### src/design/ccdiv_pkg.sv
// Package of register map, field layout and encodings for the channel 3 and input divider control
package ccdiv_pkg;
  localparam int ADDR_W = 10;
  localparam logic [ADDR_W-1:0] ADDR_IN_CTRL = 10'h01e;
  localparam logic [ADDR_W-1:0] ADDR_CH_CYCLES = 10'h199;
  localparam logic [ADDR_W-1:0] ADDR_CH_CTRL = 10'h19a;
  localparam logic [ADDR_W-1:0] ADDR_CH_PWR = 10'h19b;
  localparam logic [ADDR_W-1:0] ADDR_IN_RATIO = 10'h1e0;
  localparam logic [ADDR_W-1:0] ADDR_IN_SEL = 10'h1e1;
  localparam logic [ADDR_W-1:0] ADDR_UPDATE = 10'h232;
  localparam logic [7:0] RST_ZERO = 8'h00;
  // Channel control fields
  localparam int CH_BYPASS_B = 7;
  localparam int CH_IGN_ALIGN_B = 6;
  localparam int CH_FORCE_B = 5;
  localparam int CH_START_HI_B = 4;
  localparam int CH_PHASE_LSB = 0;
  localparam int PHASE_W = 4;
  // Channel power and routing fields
  localparam int CH_PD_B = 2;
  localparam int CH_DIRECT_B = 1;
  localparam int CH_DCC_OFF_B = 0;
  localparam logic [7:0] CH_PWR_MASK = 8'h07;
  // Channel cycles fields
  localparam int CYC_LO_LSB = 4;
  localparam int CYC_HI_LSB = 0;
  // Input control fields
  localparam int IN_PD_ALL_B = 4;
  localparam int IN_PD_OSC_IF_B = 3;
  localparam int IN_PD_SRC_B = 2;
  localparam int IN_SEL_OSC_B = 1;
  localparam int IN_BYPASS_B = 0;
  localparam logic [7:0] IN_CTRL_MASK = 8'h1f;
  localparam logic [7:0] RATIO_MASK = 8'h07;
  localparam logic [7:0] SEL_MASK = 8'h03;
  localparam int UPDATE_B = 0;
  // Input select field
  localparam logic [1:0] SEL_EXT = 2'h0;
  localparam logic [1:0] SEL_DIV_ONLY = 2'h1;
  localparam logic [1:0] SEL_OSC = 2'h2;
  // Input divider ratio codes
  localparam logic [2:0] RATIO_DIV2 = 3'h0;
  localparam logic [2:0] RATIO_DIV3 = 3'h1;
  localparam logic [2:0] RATIO_DIV4 = 3'h2;
  localparam logic [2:0] RATIO_DIV5 = 3'h3;
  localparam logic [2:0] RATIO_DIV6 = 3'h4;
  localparam logic [2:0] RATIO_BYPASS = 3'h6;
  // High/low counts minus one for each ratio
  localparam logic [3:0] CNT_0 = 4'h0;
  localparam logic [3:0] CNT_1 = 4'h1;
  localparam logic [3:0] CNT_2 = 4'h2;
  typedef enum logic [2:0] {
    CCDIV_RUN = 3'b001,
    CCDIV_HOLD = 3'b010,
    CCDIV_STATIC = 3'b100
  } ccdiv_mode_t;
endpackage : ccdiv_pkg

### src/design/ccdiv_counter.sv
// Programmable high/low divider with start level and phase delay, stepped by an input tick
`timescale 1ns/100ps
module ccdiv_counter
  import ccdiv_pkg::*;
(
  // Clock and reset
  input wire logic clk,
  input wire logic srst,
  // Control
  input wire logic tick,
  input wire logic hold,
  input wire logic start_hi,
  input wire logic [PHASE_W-1:0] delay,
  input wire logic [3:0] hi_m1,
  input wire logic [3:0] lo_m1,
  // Divided level
  output logic level_r
);
  logic [PHASE_W-1:0] phase_r;
  logic [3:0] cnt_r;
  logic [3:0] limit;

  assign limit = level_r ? hi_m1 : lo_m1;

  always_ff @(posedge clk) begin
    if (srst) begin
      level_r <= 1'b0;
      phase_r <= '0;
      cnt_r <= CNT_0;
    end else if (hold) begin
      // Held: preset so the first tick after release starts the delayed sequence
      level_r <= start_hi;
      phase_r <= delay;
      cnt_r <= CNT_0;
    end else if (tick) begin
      if (phase_r != '0) begin
        phase_r <= phase_r - 1'b1;
      end else if (cnt_r >= limit) begin
        level_r <= ~level_r;
        cnt_r <= CNT_0;
      end else begin
        cnt_r <= cnt_r + 1'b1;
      end
    end
  end
endmodule : ccdiv_counter

### src/design/ccdiv_ctrl.sv
// Channel 3 divider and shared input divider control with buffered registers and update strobe
`timescale 1ns/100ps
module ccdiv_ctrl
  import ccdiv_pkg::*;
(
  // Clock and reset
  input wire logic clk,
  input wire logic srst,
  // Register port
  input wire logic [ADDR_W-1:0] reg_addr,
  input wire logic [7:0] reg_wdata,
  input wire logic reg_wr,
  input wire logic reg_rd,
  output logic [7:0] reg_rdata,
  // Clock source pins, asynchronous
  input wire logic ext_clk_pin,
  input wire logic osc_clk_pin,
  // Chip-level alignment pin, active low, asynchronous
  input wire logic align_n_pin,
  // Driver polarity reversal, same clock domain
  input wire logic drv_invert,
  // Channel outputs
  output logic channel3_output_a,
  output logic channel3_output_b,
  output logic channel3_output_c,
  output logic channel3_pd,
  output logic duty_cycle_correction,
  output logic channel3_div_pd,
  // Input section power status
  output logic clk_in_section_pd,
  output logic osc_if_pd,
  output logic osc_and_clk_pd
);
  // Buffered and active register copies
  logic [7:0] buf_in_ctrl_r;
  logic [7:0] buf_ch_cyc_r;
  logic [7:0] buf_ch_ctrl_r;
  logic [7:0] buf_ch_pwr_r;
  logic [7:0] buf_ratio_r;
  logic [7:0] buf_sel_r;
  logic [7:0] act_in_ctrl_r;
  logic [7:0] act_ch_cyc_r;
  logic [7:0] act_ch_ctrl_r;
  logic [7:0] act_ch_pwr_r;
  logic [7:0] act_ratio_r;
  logic [7:0] act_sel_r;
  logic update_r;

  // Synchronisers
  logic ext_s1_r;
  logic ext_s2_r;
  logic ext_d_r;
  logic osc_s1_r;
  logic osc_s2_r;
  logic osc_d_r;
  logic align_s1_r;
  logic align_s2_r;

  // Derived controls
  logic sel_osc;
  logic in_bypass;
  logic in_pd;
  logic src_level;
  logic src_tick;
  logic [2:0] ratio;
  logic ratio_static;
  logic [3:0] in_hi_m1;
  logic [3:0] in_lo_m1;
  logic in_div_level;
  logic div_in_level;
  logic div_in_d_r;
  logic ch_tick;
  logic ch_bypass;
  logic ch_ign;
  logic ch_force;
  logic ch_start;
  logic ch_pd;
  logic ch_direct;
  logic align_act;
  logic ch_hold;
  logic ch_div_level;
  logic direct_active;
  logic direct_level;
  logic out_nxt;
  ccdiv_mode_t mode;

  // Register writes land in the buffers; strobe write is remembered for one cycle
  always_ff @(posedge clk) begin
    if (srst) begin
      buf_in_ctrl_r <= RST_ZERO;
      buf_ch_cyc_r <= RST_ZERO;
      buf_ch_ctrl_r <= RST_ZERO;
      buf_ch_pwr_r <= RST_ZERO;
      buf_ratio_r <= RST_ZERO;
      buf_sel_r <= RST_ZERO;
    end else if (reg_wr) begin
      case (reg_addr)
        ADDR_IN_CTRL: buf_in_ctrl_r <= reg_wdata & IN_CTRL_MASK;
        ADDR_CH_CYCLES: buf_ch_cyc_r <= reg_wdata;
        ADDR_CH_CTRL: buf_ch_ctrl_r <= reg_wdata;
        ADDR_CH_PWR: buf_ch_pwr_r <= reg_wdata & CH_PWR_MASK;
        ADDR_IN_RATIO: buf_ratio_r <= reg_wdata & RATIO_MASK;
        ADDR_IN_SEL: buf_sel_r <= reg_wdata & SEL_MASK;
        default: ;
      endcase
    end
  end

  // Self-clearing strobe; copy happens on the edge after the strobe write
  always_ff @(posedge clk) begin
    if (srst) begin
      update_r <= 1'b0;
    end else begin
      update_r <= reg_wr && (reg_addr == ADDR_UPDATE) && reg_wdata[UPDATE_B];
    end
  end

  always_ff @(posedge clk) begin
    if (srst) begin
      act_in_ctrl_r <= RST_ZERO;
      act_ch_cyc_r <= RST_ZERO;
      act_ch_ctrl_r <= RST_ZERO;
      act_ch_pwr_r <= RST_ZERO;
      act_ratio_r <= RST_ZERO;
      act_sel_r <= RST_ZERO;
    end else if (update_r) begin
      act_in_ctrl_r <= buf_in_ctrl_r;
      act_ch_cyc_r <= buf_ch_cyc_r;
      act_ch_ctrl_r <= buf_ch_ctrl_r;
      act_ch_pwr_r <= buf_ch_pwr_r;
      act_ratio_r <= buf_ratio_r;
      act_sel_r <= buf_sel_r;
    end
  end

  // Reads return the buffers; the strobe and unmapped addresses read zero
  always_ff @(posedge clk) begin
    if (srst) begin
      reg_rdata <= RST_ZERO;
    end else if (reg_rd) begin
      case (reg_addr)
        ADDR_IN_CTRL: reg_rdata <= buf_in_ctrl_r;
        ADDR_CH_CYCLES: reg_rdata <= buf_ch_cyc_r;
        ADDR_CH_CTRL: reg_rdata <= buf_ch_ctrl_r;
        ADDR_CH_PWR: reg_rdata <= buf_ch_pwr_r;
        ADDR_IN_RATIO: reg_rdata <= buf_ratio_r;
        ADDR_IN_SEL: reg_rdata <= buf_sel_r;
        default: reg_rdata <= RST_ZERO;
      endcase
    end
  end

  // Pin synchronisers; only the second stage feeds logic
  always_ff @(posedge clk) begin
    if (srst) begin
      ext_s1_r <= 1'b0;
      ext_s2_r <= 1'b0;
      osc_s1_r <= 1'b0;
      osc_s2_r <= 1'b0;
      align_s1_r <= 1'b1;
      align_s2_r <= 1'b1;
    end else begin
      ext_s1_r <= ext_clk_pin;
      ext_s2_r <= ext_s1_r;
      osc_s1_r <= osc_clk_pin;
      osc_s2_r <= osc_s1_r;
      align_s1_r <= align_n_pin;
      align_s2_r <= align_s1_r;
    end
  end

  // Delayed copies of the synchronised sources for rising-edge detection
  always_ff @(posedge clk) begin
    if (srst) begin
      ext_d_r <= 1'b0;
      osc_d_r <= 1'b0;
    end else begin
      ext_d_r <= ext_s2_r;
      osc_d_r <= osc_s2_r;
    end
  end

  // Input section source and power
  assign in_pd = act_in_ctrl_r[IN_PD_ALL_B] || act_in_ctrl_r[IN_PD_SRC_B];
  assign sel_osc = act_in_ctrl_r[IN_SEL_OSC_B];
  // Oscillator source wins over a bypass request, so only the direct route passes the oscillator undivided
  assign in_bypass = (act_in_ctrl_r[IN_BYPASS_B] || (ratio == RATIO_BYPASS)) && !sel_osc;
  assign src_level = sel_osc ? (osc_s2_r && !act_in_ctrl_r[IN_PD_OSC_IF_B]) : ext_s2_r;
  // Limitation: sources must stay well below half the clk rate or edges are lost
  assign src_tick = !in_pd && (sel_osc ? (osc_s2_r && !osc_d_r && !act_in_ctrl_r[IN_PD_OSC_IF_B])
                                       : (ext_s2_r && !ext_d_r));

  // Ratio decode: high gets the extra cycle of odd ratios
  assign ratio = act_ratio_r[2:0];
  always_comb begin
    in_hi_m1 = CNT_0;
    in_lo_m1 = CNT_0;
    ratio_static = 1'b0;
    case (ratio)
      RATIO_DIV2: begin
        in_hi_m1 = CNT_0;
        in_lo_m1 = CNT_0;
      end
      RATIO_DIV3: begin
        in_hi_m1 = CNT_1;
        in_lo_m1 = CNT_0;
      end
      RATIO_DIV4: begin
        in_hi_m1 = CNT_1;
        in_lo_m1 = CNT_1;
      end
      RATIO_DIV5: begin
        in_hi_m1 = CNT_2;
        in_lo_m1 = CNT_1;
      end
      RATIO_DIV6: begin
        in_hi_m1 = CNT_2;
        in_lo_m1 = CNT_2;
      end
      RATIO_BYPASS: ratio_static = sel_osc; // Bypass refused with oscillator: held static
      default: ratio_static = 1'b1;
    endcase
  end

  // Input divider has no start level or phase offset of its own
  ccdiv_counter u_in_div (
    .clk(clk),
    .srst(srst),
    .tick(src_tick),
    .hold(in_pd || ratio_static),
    .start_hi(1'b0),
    .delay('0),
    .hi_m1(in_hi_m1),
    .lo_m1(in_lo_m1),
    .level_r(in_div_level)
  );

  // Channel divider input: input divider output or the source itself when bypassed
  assign div_in_level = in_pd ? 1'b0 : (in_bypass ? src_level : in_div_level);

  always_ff @(posedge clk) begin
    if (srst) begin
      div_in_d_r <= 1'b0;
    end else begin
      div_in_d_r <= div_in_level;
    end
  end

  // Channel divider advances once per rising edge of its input level
  assign ch_tick = div_in_level && !div_in_d_r;

  // Channel controls
  assign ch_bypass = act_ch_ctrl_r[CH_BYPASS_B];
  assign ch_ign = act_ch_ctrl_r[CH_IGN_ALIGN_B];
  assign ch_force = act_ch_ctrl_r[CH_FORCE_B];
  assign ch_start = act_ch_ctrl_r[CH_START_HI_B];
  assign ch_pd = act_ch_pwr_r[CH_PD_B];
  assign ch_direct = act_ch_pwr_r[CH_DIRECT_B];
  assign align_act = !align_s2_r && !ch_ign;

  // Static forcing is honoured only together with ignore-alignment
  always_comb begin
    if (ch_ign && ch_force) begin
      mode = CCDIV_STATIC;
    end else if (align_act) begin
      mode = CCDIV_HOLD;
    end else begin
      mode = CCDIV_RUN;
    end
  end

  assign ch_hold = (mode != CCDIV_RUN) || ch_bypass || ch_pd;

  ccdiv_counter u_ch_div (
    .clk(clk),
    .srst(srst),
    .tick(ch_tick),
    .hold(ch_hold),
    .start_hi(ch_start),
    .delay(act_ch_ctrl_r[CH_PHASE_LSB +: PHASE_W]),
    .hi_m1(act_ch_cyc_r[CYC_HI_LSB +: 4]),
    .lo_m1(act_ch_cyc_r[CYC_LO_LSB +: 4]),
    .level_r(ch_div_level)
  );

  // Direct routing is ignored when the select field chooses the divider path
  assign direct_active = ch_direct && ((act_sel_r[1:0] == SEL_OSC) || (act_sel_r[1:0] == SEL_EXT));
  assign direct_level = (act_sel_r[1:0] == SEL_OSC) ? osc_s2_r : ext_s2_r;

  // Channel output selection before the polarity stage
  // Direct route overrides bypass, and bypass overrides any forced or held level
  always_comb begin
    if (direct_active) begin
      out_nxt = direct_level;
    end else if (ch_bypass) begin
      out_nxt = div_in_level;
    end else begin
      case (mode)
        CCDIV_STATIC: out_nxt = ch_start;
        CCDIV_HOLD: out_nxt = 1'b0;
        CCDIV_RUN: out_nxt = ch_div_level;
        default: out_nxt = 1'b0;
      endcase
    end
  end

  // Outputs: power-down parks all three low regardless of polarity
  always_ff @(posedge clk) begin
    if (srst) begin
      channel3_output_a <= 1'b0;
      channel3_output_b <= 1'b0;
      channel3_output_c <= 1'b0;
    end else if (ch_pd) begin
      channel3_output_a <= 1'b0;
      channel3_output_b <= 1'b0;
      channel3_output_c <= 1'b0;
    end else begin
      channel3_output_a <= out_nxt ^ drv_invert;
      channel3_output_b <= out_nxt ^ drv_invert;
      channel3_output_c <= out_nxt ^ drv_invert;
    end
  end

  // Power and correction status
  always_ff @(posedge clk) begin
    if (srst) begin
      channel3_pd <= 1'b0;
      duty_cycle_correction <= 1'b1;
      channel3_div_pd <= 1'b0;
      clk_in_section_pd <= 1'b0;
      osc_if_pd <= 1'b0;
      osc_and_clk_pd <= 1'b0;
    end else begin
      channel3_pd <= ch_pd;
      duty_cycle_correction <= !act_ch_pwr_r[CH_DCC_OFF_B];
      channel3_div_pd <= ch_pd || ch_bypass || direct_active;
      clk_in_section_pd <= act_in_ctrl_r[IN_PD_ALL_B];
      osc_if_pd <= act_in_ctrl_r[IN_PD_OSC_IF_B];
      osc_and_clk_pd <= act_in_ctrl_r[IN_PD_SRC_B];
    end
  end
endmodule : ccdiv_ctrl

### config.mk
export PLATFORM = sky130hd
export DESIGN_NAME = ccdiv_ctrl
export DESIGN_NICKNAME = d
export VERILOG_FILES = /design/src/design/ccdiv_pkg.sv /design/src/design/ccdiv_counter.sv /design/src/design/ccdiv_ctrl.sv
export SDC_FILE = /design/constraint.sdc
export NUM_CORES = 1
export LEC_CHECK = 0
export BUFFER_PORTS_ARGS = -buffer_cell sky130_fd_sc_hd__buf_2
export CORE_MARGIN = 2
export CORE_UTILIZATION = 38
export DETAILED_ROUTE_END_ITERATION = 10
export PLACE_DENSITY = 0.65
export SLEW_MARGIN = 20
export SYNTH_ARGS = -nofsm -noshare
export SYNTH_HDL_FRONTEND = slang
export SYNTH_SLANG_ARGS = --single-unit
### constraint.sdc
create_clock -name clk -period 3.6 [get_ports clk]
set_clock_uncertainty 0.1 [all_clocks]
set_input_delay 0.72 -clock clk [delete_from_list [all_inputs] [get_ports clk]]
set_output_delay 0.72 -clock clk [all_outputs]
set_load 0.03 [all_outputs]
==> metrics.txt <==
GPL Wtd Cong=~0.79; simple logic cell fraction of the synthesized area=21.8%; type of the tightest min-delay check=reg2reg; Crit. Startpoint=act_ratio_r[0]; initial standard-cell utilization of the core=~39%; Core Footprint=roughly 0.011 mm2; total die area=about 0.013 mm2; Pre-Repair DR Iteration Count=4; combinational family with the most area after synthesis=simple AND/OR/NAND/NOR gates; final-stage net count=549; average wire per cell in the routed design=approximately 15 um; Arr. time, crit path=roughly 2.7 ns; fraction of power consumed by sequential logic=52.0%; number of remaining DRC errors=0; Skew-Pair Late Insertion Delay=around 0.35 ns; share of the synthesized netlist area taken by xor and xnor gates=1.17%; CTS Hold Buffers Added=0; register bit count reported by yosys=101; post-synthesis average cell area=9.34 um2; endpoint kind of the worst setup timing path=flip-flop; count of input and output buffers=42; total length of routed wires=9820 um; standard-cell rows=39; run status=complete, no violations; Primary FF master, synth=dfxtp_1; Fill cells=1102; Power per Cell Area=around 430 mW/mm2; clock buffer depth=2; clock buffer count from CTS=9; height of the die=113 um; ratio of cells with drive above 1 in the final layout=~14%; shortest period the worst path allows=2.56 ns; maximum level of the CTS H-tree=3; static power due to leakage=roughly 0.0018 uW; register clock-pin slew on the reported worst setup and hold paths=0.07 ns; synth warn=0; period utilisation layout=71.0%; largest net degree at the start of global routing=40; upper clock frequency limit=391 MHz; number of antenna violations at the first check in global routing=0; fin. max-slew vios=0; root buffer cell=clkbuf_16; total negative slack=0 ns; number of I/O pins=43; TritonCTS clock tree=yes; total half-perimeter wirelength after legalization and detailed placement=about 7300 um; Tightest Pin Transition=roughly 0.8 ns; post-route antenna net violation count=0; commonest cells in the synthesized netlist=101 x dfxtp_1, 78 x nor2_1, 60 x mux2i_1; part of the total power dissipated in the clock network=42.5%; CP Data Required Time=3.78 ns; netlist area before placement=0.00448 mm2; count of flip-flops with a built-in enable after synthesis=0; footprint of the multi-input gates=0.00231 mm2; routed via count=3505; Post-Synth Adder-Cell Area=3.08%; Net Sw Frac=24.3%; cell type with the highest aggregate area in the netlist=dfxtp_1; unrepaired setup endpoints after global routing=no; overall routing resource usage=between 10% and 20%; post-synthesis sequential area ratio=a little under half; post-route cell area=0.00508 mm2; register area=0.00202 mm2; worst setup timing slack at the placement stage=1.00 ns; Internal=1650 uW; start-to-end type of the worst setup path=reg2reg; area share of the largest cell type after synthesis=~45%; Resized Gates After CTS=0; starting DRC count in detailed routing=around 190; fraction of synthesis flops using an asynchronous set or reset pin=0%; count of mapped cells out of synthesis=479; number of diodes added for antenna fixing=0; Final WS setup=approximately 1.0 ns; endpoints failing hold=0; min-delay src=act_ch_pwr_r[0]; wire length of the first global-routing pass=between 15000 and 20000 um; worst ir drop on vdd=0.000222 V; DR vias/cell=5.31; most used standard cell by instance count after synthesis=dfxtp_1; Worst Setup Start Kind=flip-flop; mux cell area share after synthesis=14.7%; Die X-Extent=roughly 110 um; main area contributors after synthesis=dfxtp_1 45%, mux2i_1 13%, nor2_1 6.5%; Synth Area in Compound Gates=11.0%; critical path fanouts, max=6; Syn Nets=516; power spent charging and discharging nets=530 uW; Synth cell types=58; area overhead of the layout relative to synthesis=13.4%; clock sinks=~100; via count of the first global-routing pass=around 3400; number of maximum-capacitance violations=0; logic gate share of total power=5.5%; count of final setup violators=0; total congestion overflow=0; number of setup buffers added after CTS=0; remaining max-slew budget at the tightest pin=a little under half; Worst R2R Start=act_ratio_r[0]; instance area after placement=0.00480 mm2
==> critical path, stage by stage (launching register included) <==
cell       delay [ns]
dfxtp_1          0.41
nand2_1          0.11
xor2_1           0.15
nor2_1           0.10
ha_1             0.22
nand2b_1         0.13
a2111oi_0        0.72
nor2b_1          0.17
or2_1            0.27
nor2_1           0.11
==> path summary, 6_finish.rpt <==
path | end | slack (ns) | depth (start not counted)
worst max-delay path | u_in_div.cnt_r[2] | 1.04 | 9
worst min-delay path | duty_cycle_correction | 0.31 | 1
worst max register to register | u_in_div.cnt_r[2] | 1.04 | 9
worst min register to register | duty_cycle_correction | 0.31 | 1
==> cell families after synthesis <==
group / after synthesis
multiplexers: 65
flip-flops: 101
AND/OR/NAND/NOR: 187
buffers and inverters: 34
AO/OA/AOI/OAI: 75
XOR/XNOR: 6
adder cells (fa/ha/maj): 11
==> cell usage in the layout (no fill, tap or decap), types with 5 or more instances in the layout <==
cell / netlist / layout
nand2_1: 21 / 21
ha_1: 11 / 11
a22oi_1: 10 / 10
o22ai_1: 7 / 7
a211oi_1: 5 / 5
mux2i_1: 60 / 60
clkbuf_16: 0 / 9
buf_4: 2 / 5
or3_1: 7 / 7
o21ai_0: 7 / 7
buf_2: 4 / 42
nor2_1: 78 / 78
inv_1: 9 / 9
nor3b_1: 7 / 7
mux2_2: 5 / 5
nor2b_1: 18 / 18
nand3_1: 10 / 10
dfxtp_1: 101 / 101
a21oi_1: 23 / 23
nand2b_1: 20 / 20
==> layer usage <==
metal,GRT usage [%],part of all wire (%)
met3,3.46,3.3
met4,4.63,1.3
met1,20.2,45
met2,27.3,50
met5,0,0
==> power groups by stage <==
stage                     clock network, uW  registers, uW  logic, uW
after floorplan                           0           1160       79.0
after global placement                    0           1160        116
after detailed placement                  0           1160        118
after CTS                               948           1140        119
after global routing                    998           1140        131
final                                   929           1140        120
==> sequential cells by signal, indices dropped and copies added (netlist names), 2 cells and up <==
| register | flops |
|---|---|
| act_ch_ctrl_r | 8 |
| u_in_div.phase_r | 4 |
| buf_ratio_r | 3 |
| act_in_ctrl_r | 5 |
| act_ch_pwr_r | 3 |
| u_ch_div.phase_r | 4 |
| buf_ch_cyc_r | 8 |
| u_ch_div.cnt_r | 4 |
| act_ratio_r | 3 |
| act_sel_r | 2 |
| buf_ch_pwr_r | 3 |
| buf_sel_r | 2 |
| reg_rdata | 8 |
| u_in_div.cnt_r | 4 |
| act_ch_cyc_r | 8 |
| buf_in_ctrl_r | 5 |
| buf_ch_ctrl_r | 8 |
==> layout make-up <==
cell class	count	share of cell area [%]
Sequential cell	101	39.8
Clock inverter	6	1.03
Multi-Input combinational cell	344	45.6
Timing Repair Buffer	47	4.88
Inverter	9	0.665
Clock buffer	10	4.51
Tap cell	143	3.52
==> metrics by stage <==
stage	hold WS, ns	utilization [%]	total power, uW	cells
after floorplan	0.270	-	1240	479
after global placement	0.284	41.8	1280	644
after detailed placement	0.291	41.8	1280	644
after CTS	0.312	44.3	2200	660
after global routing	0.324	44.3	2270	660
final	0.311	44.3	2180	660
Power figures use the tool's default switching activity.
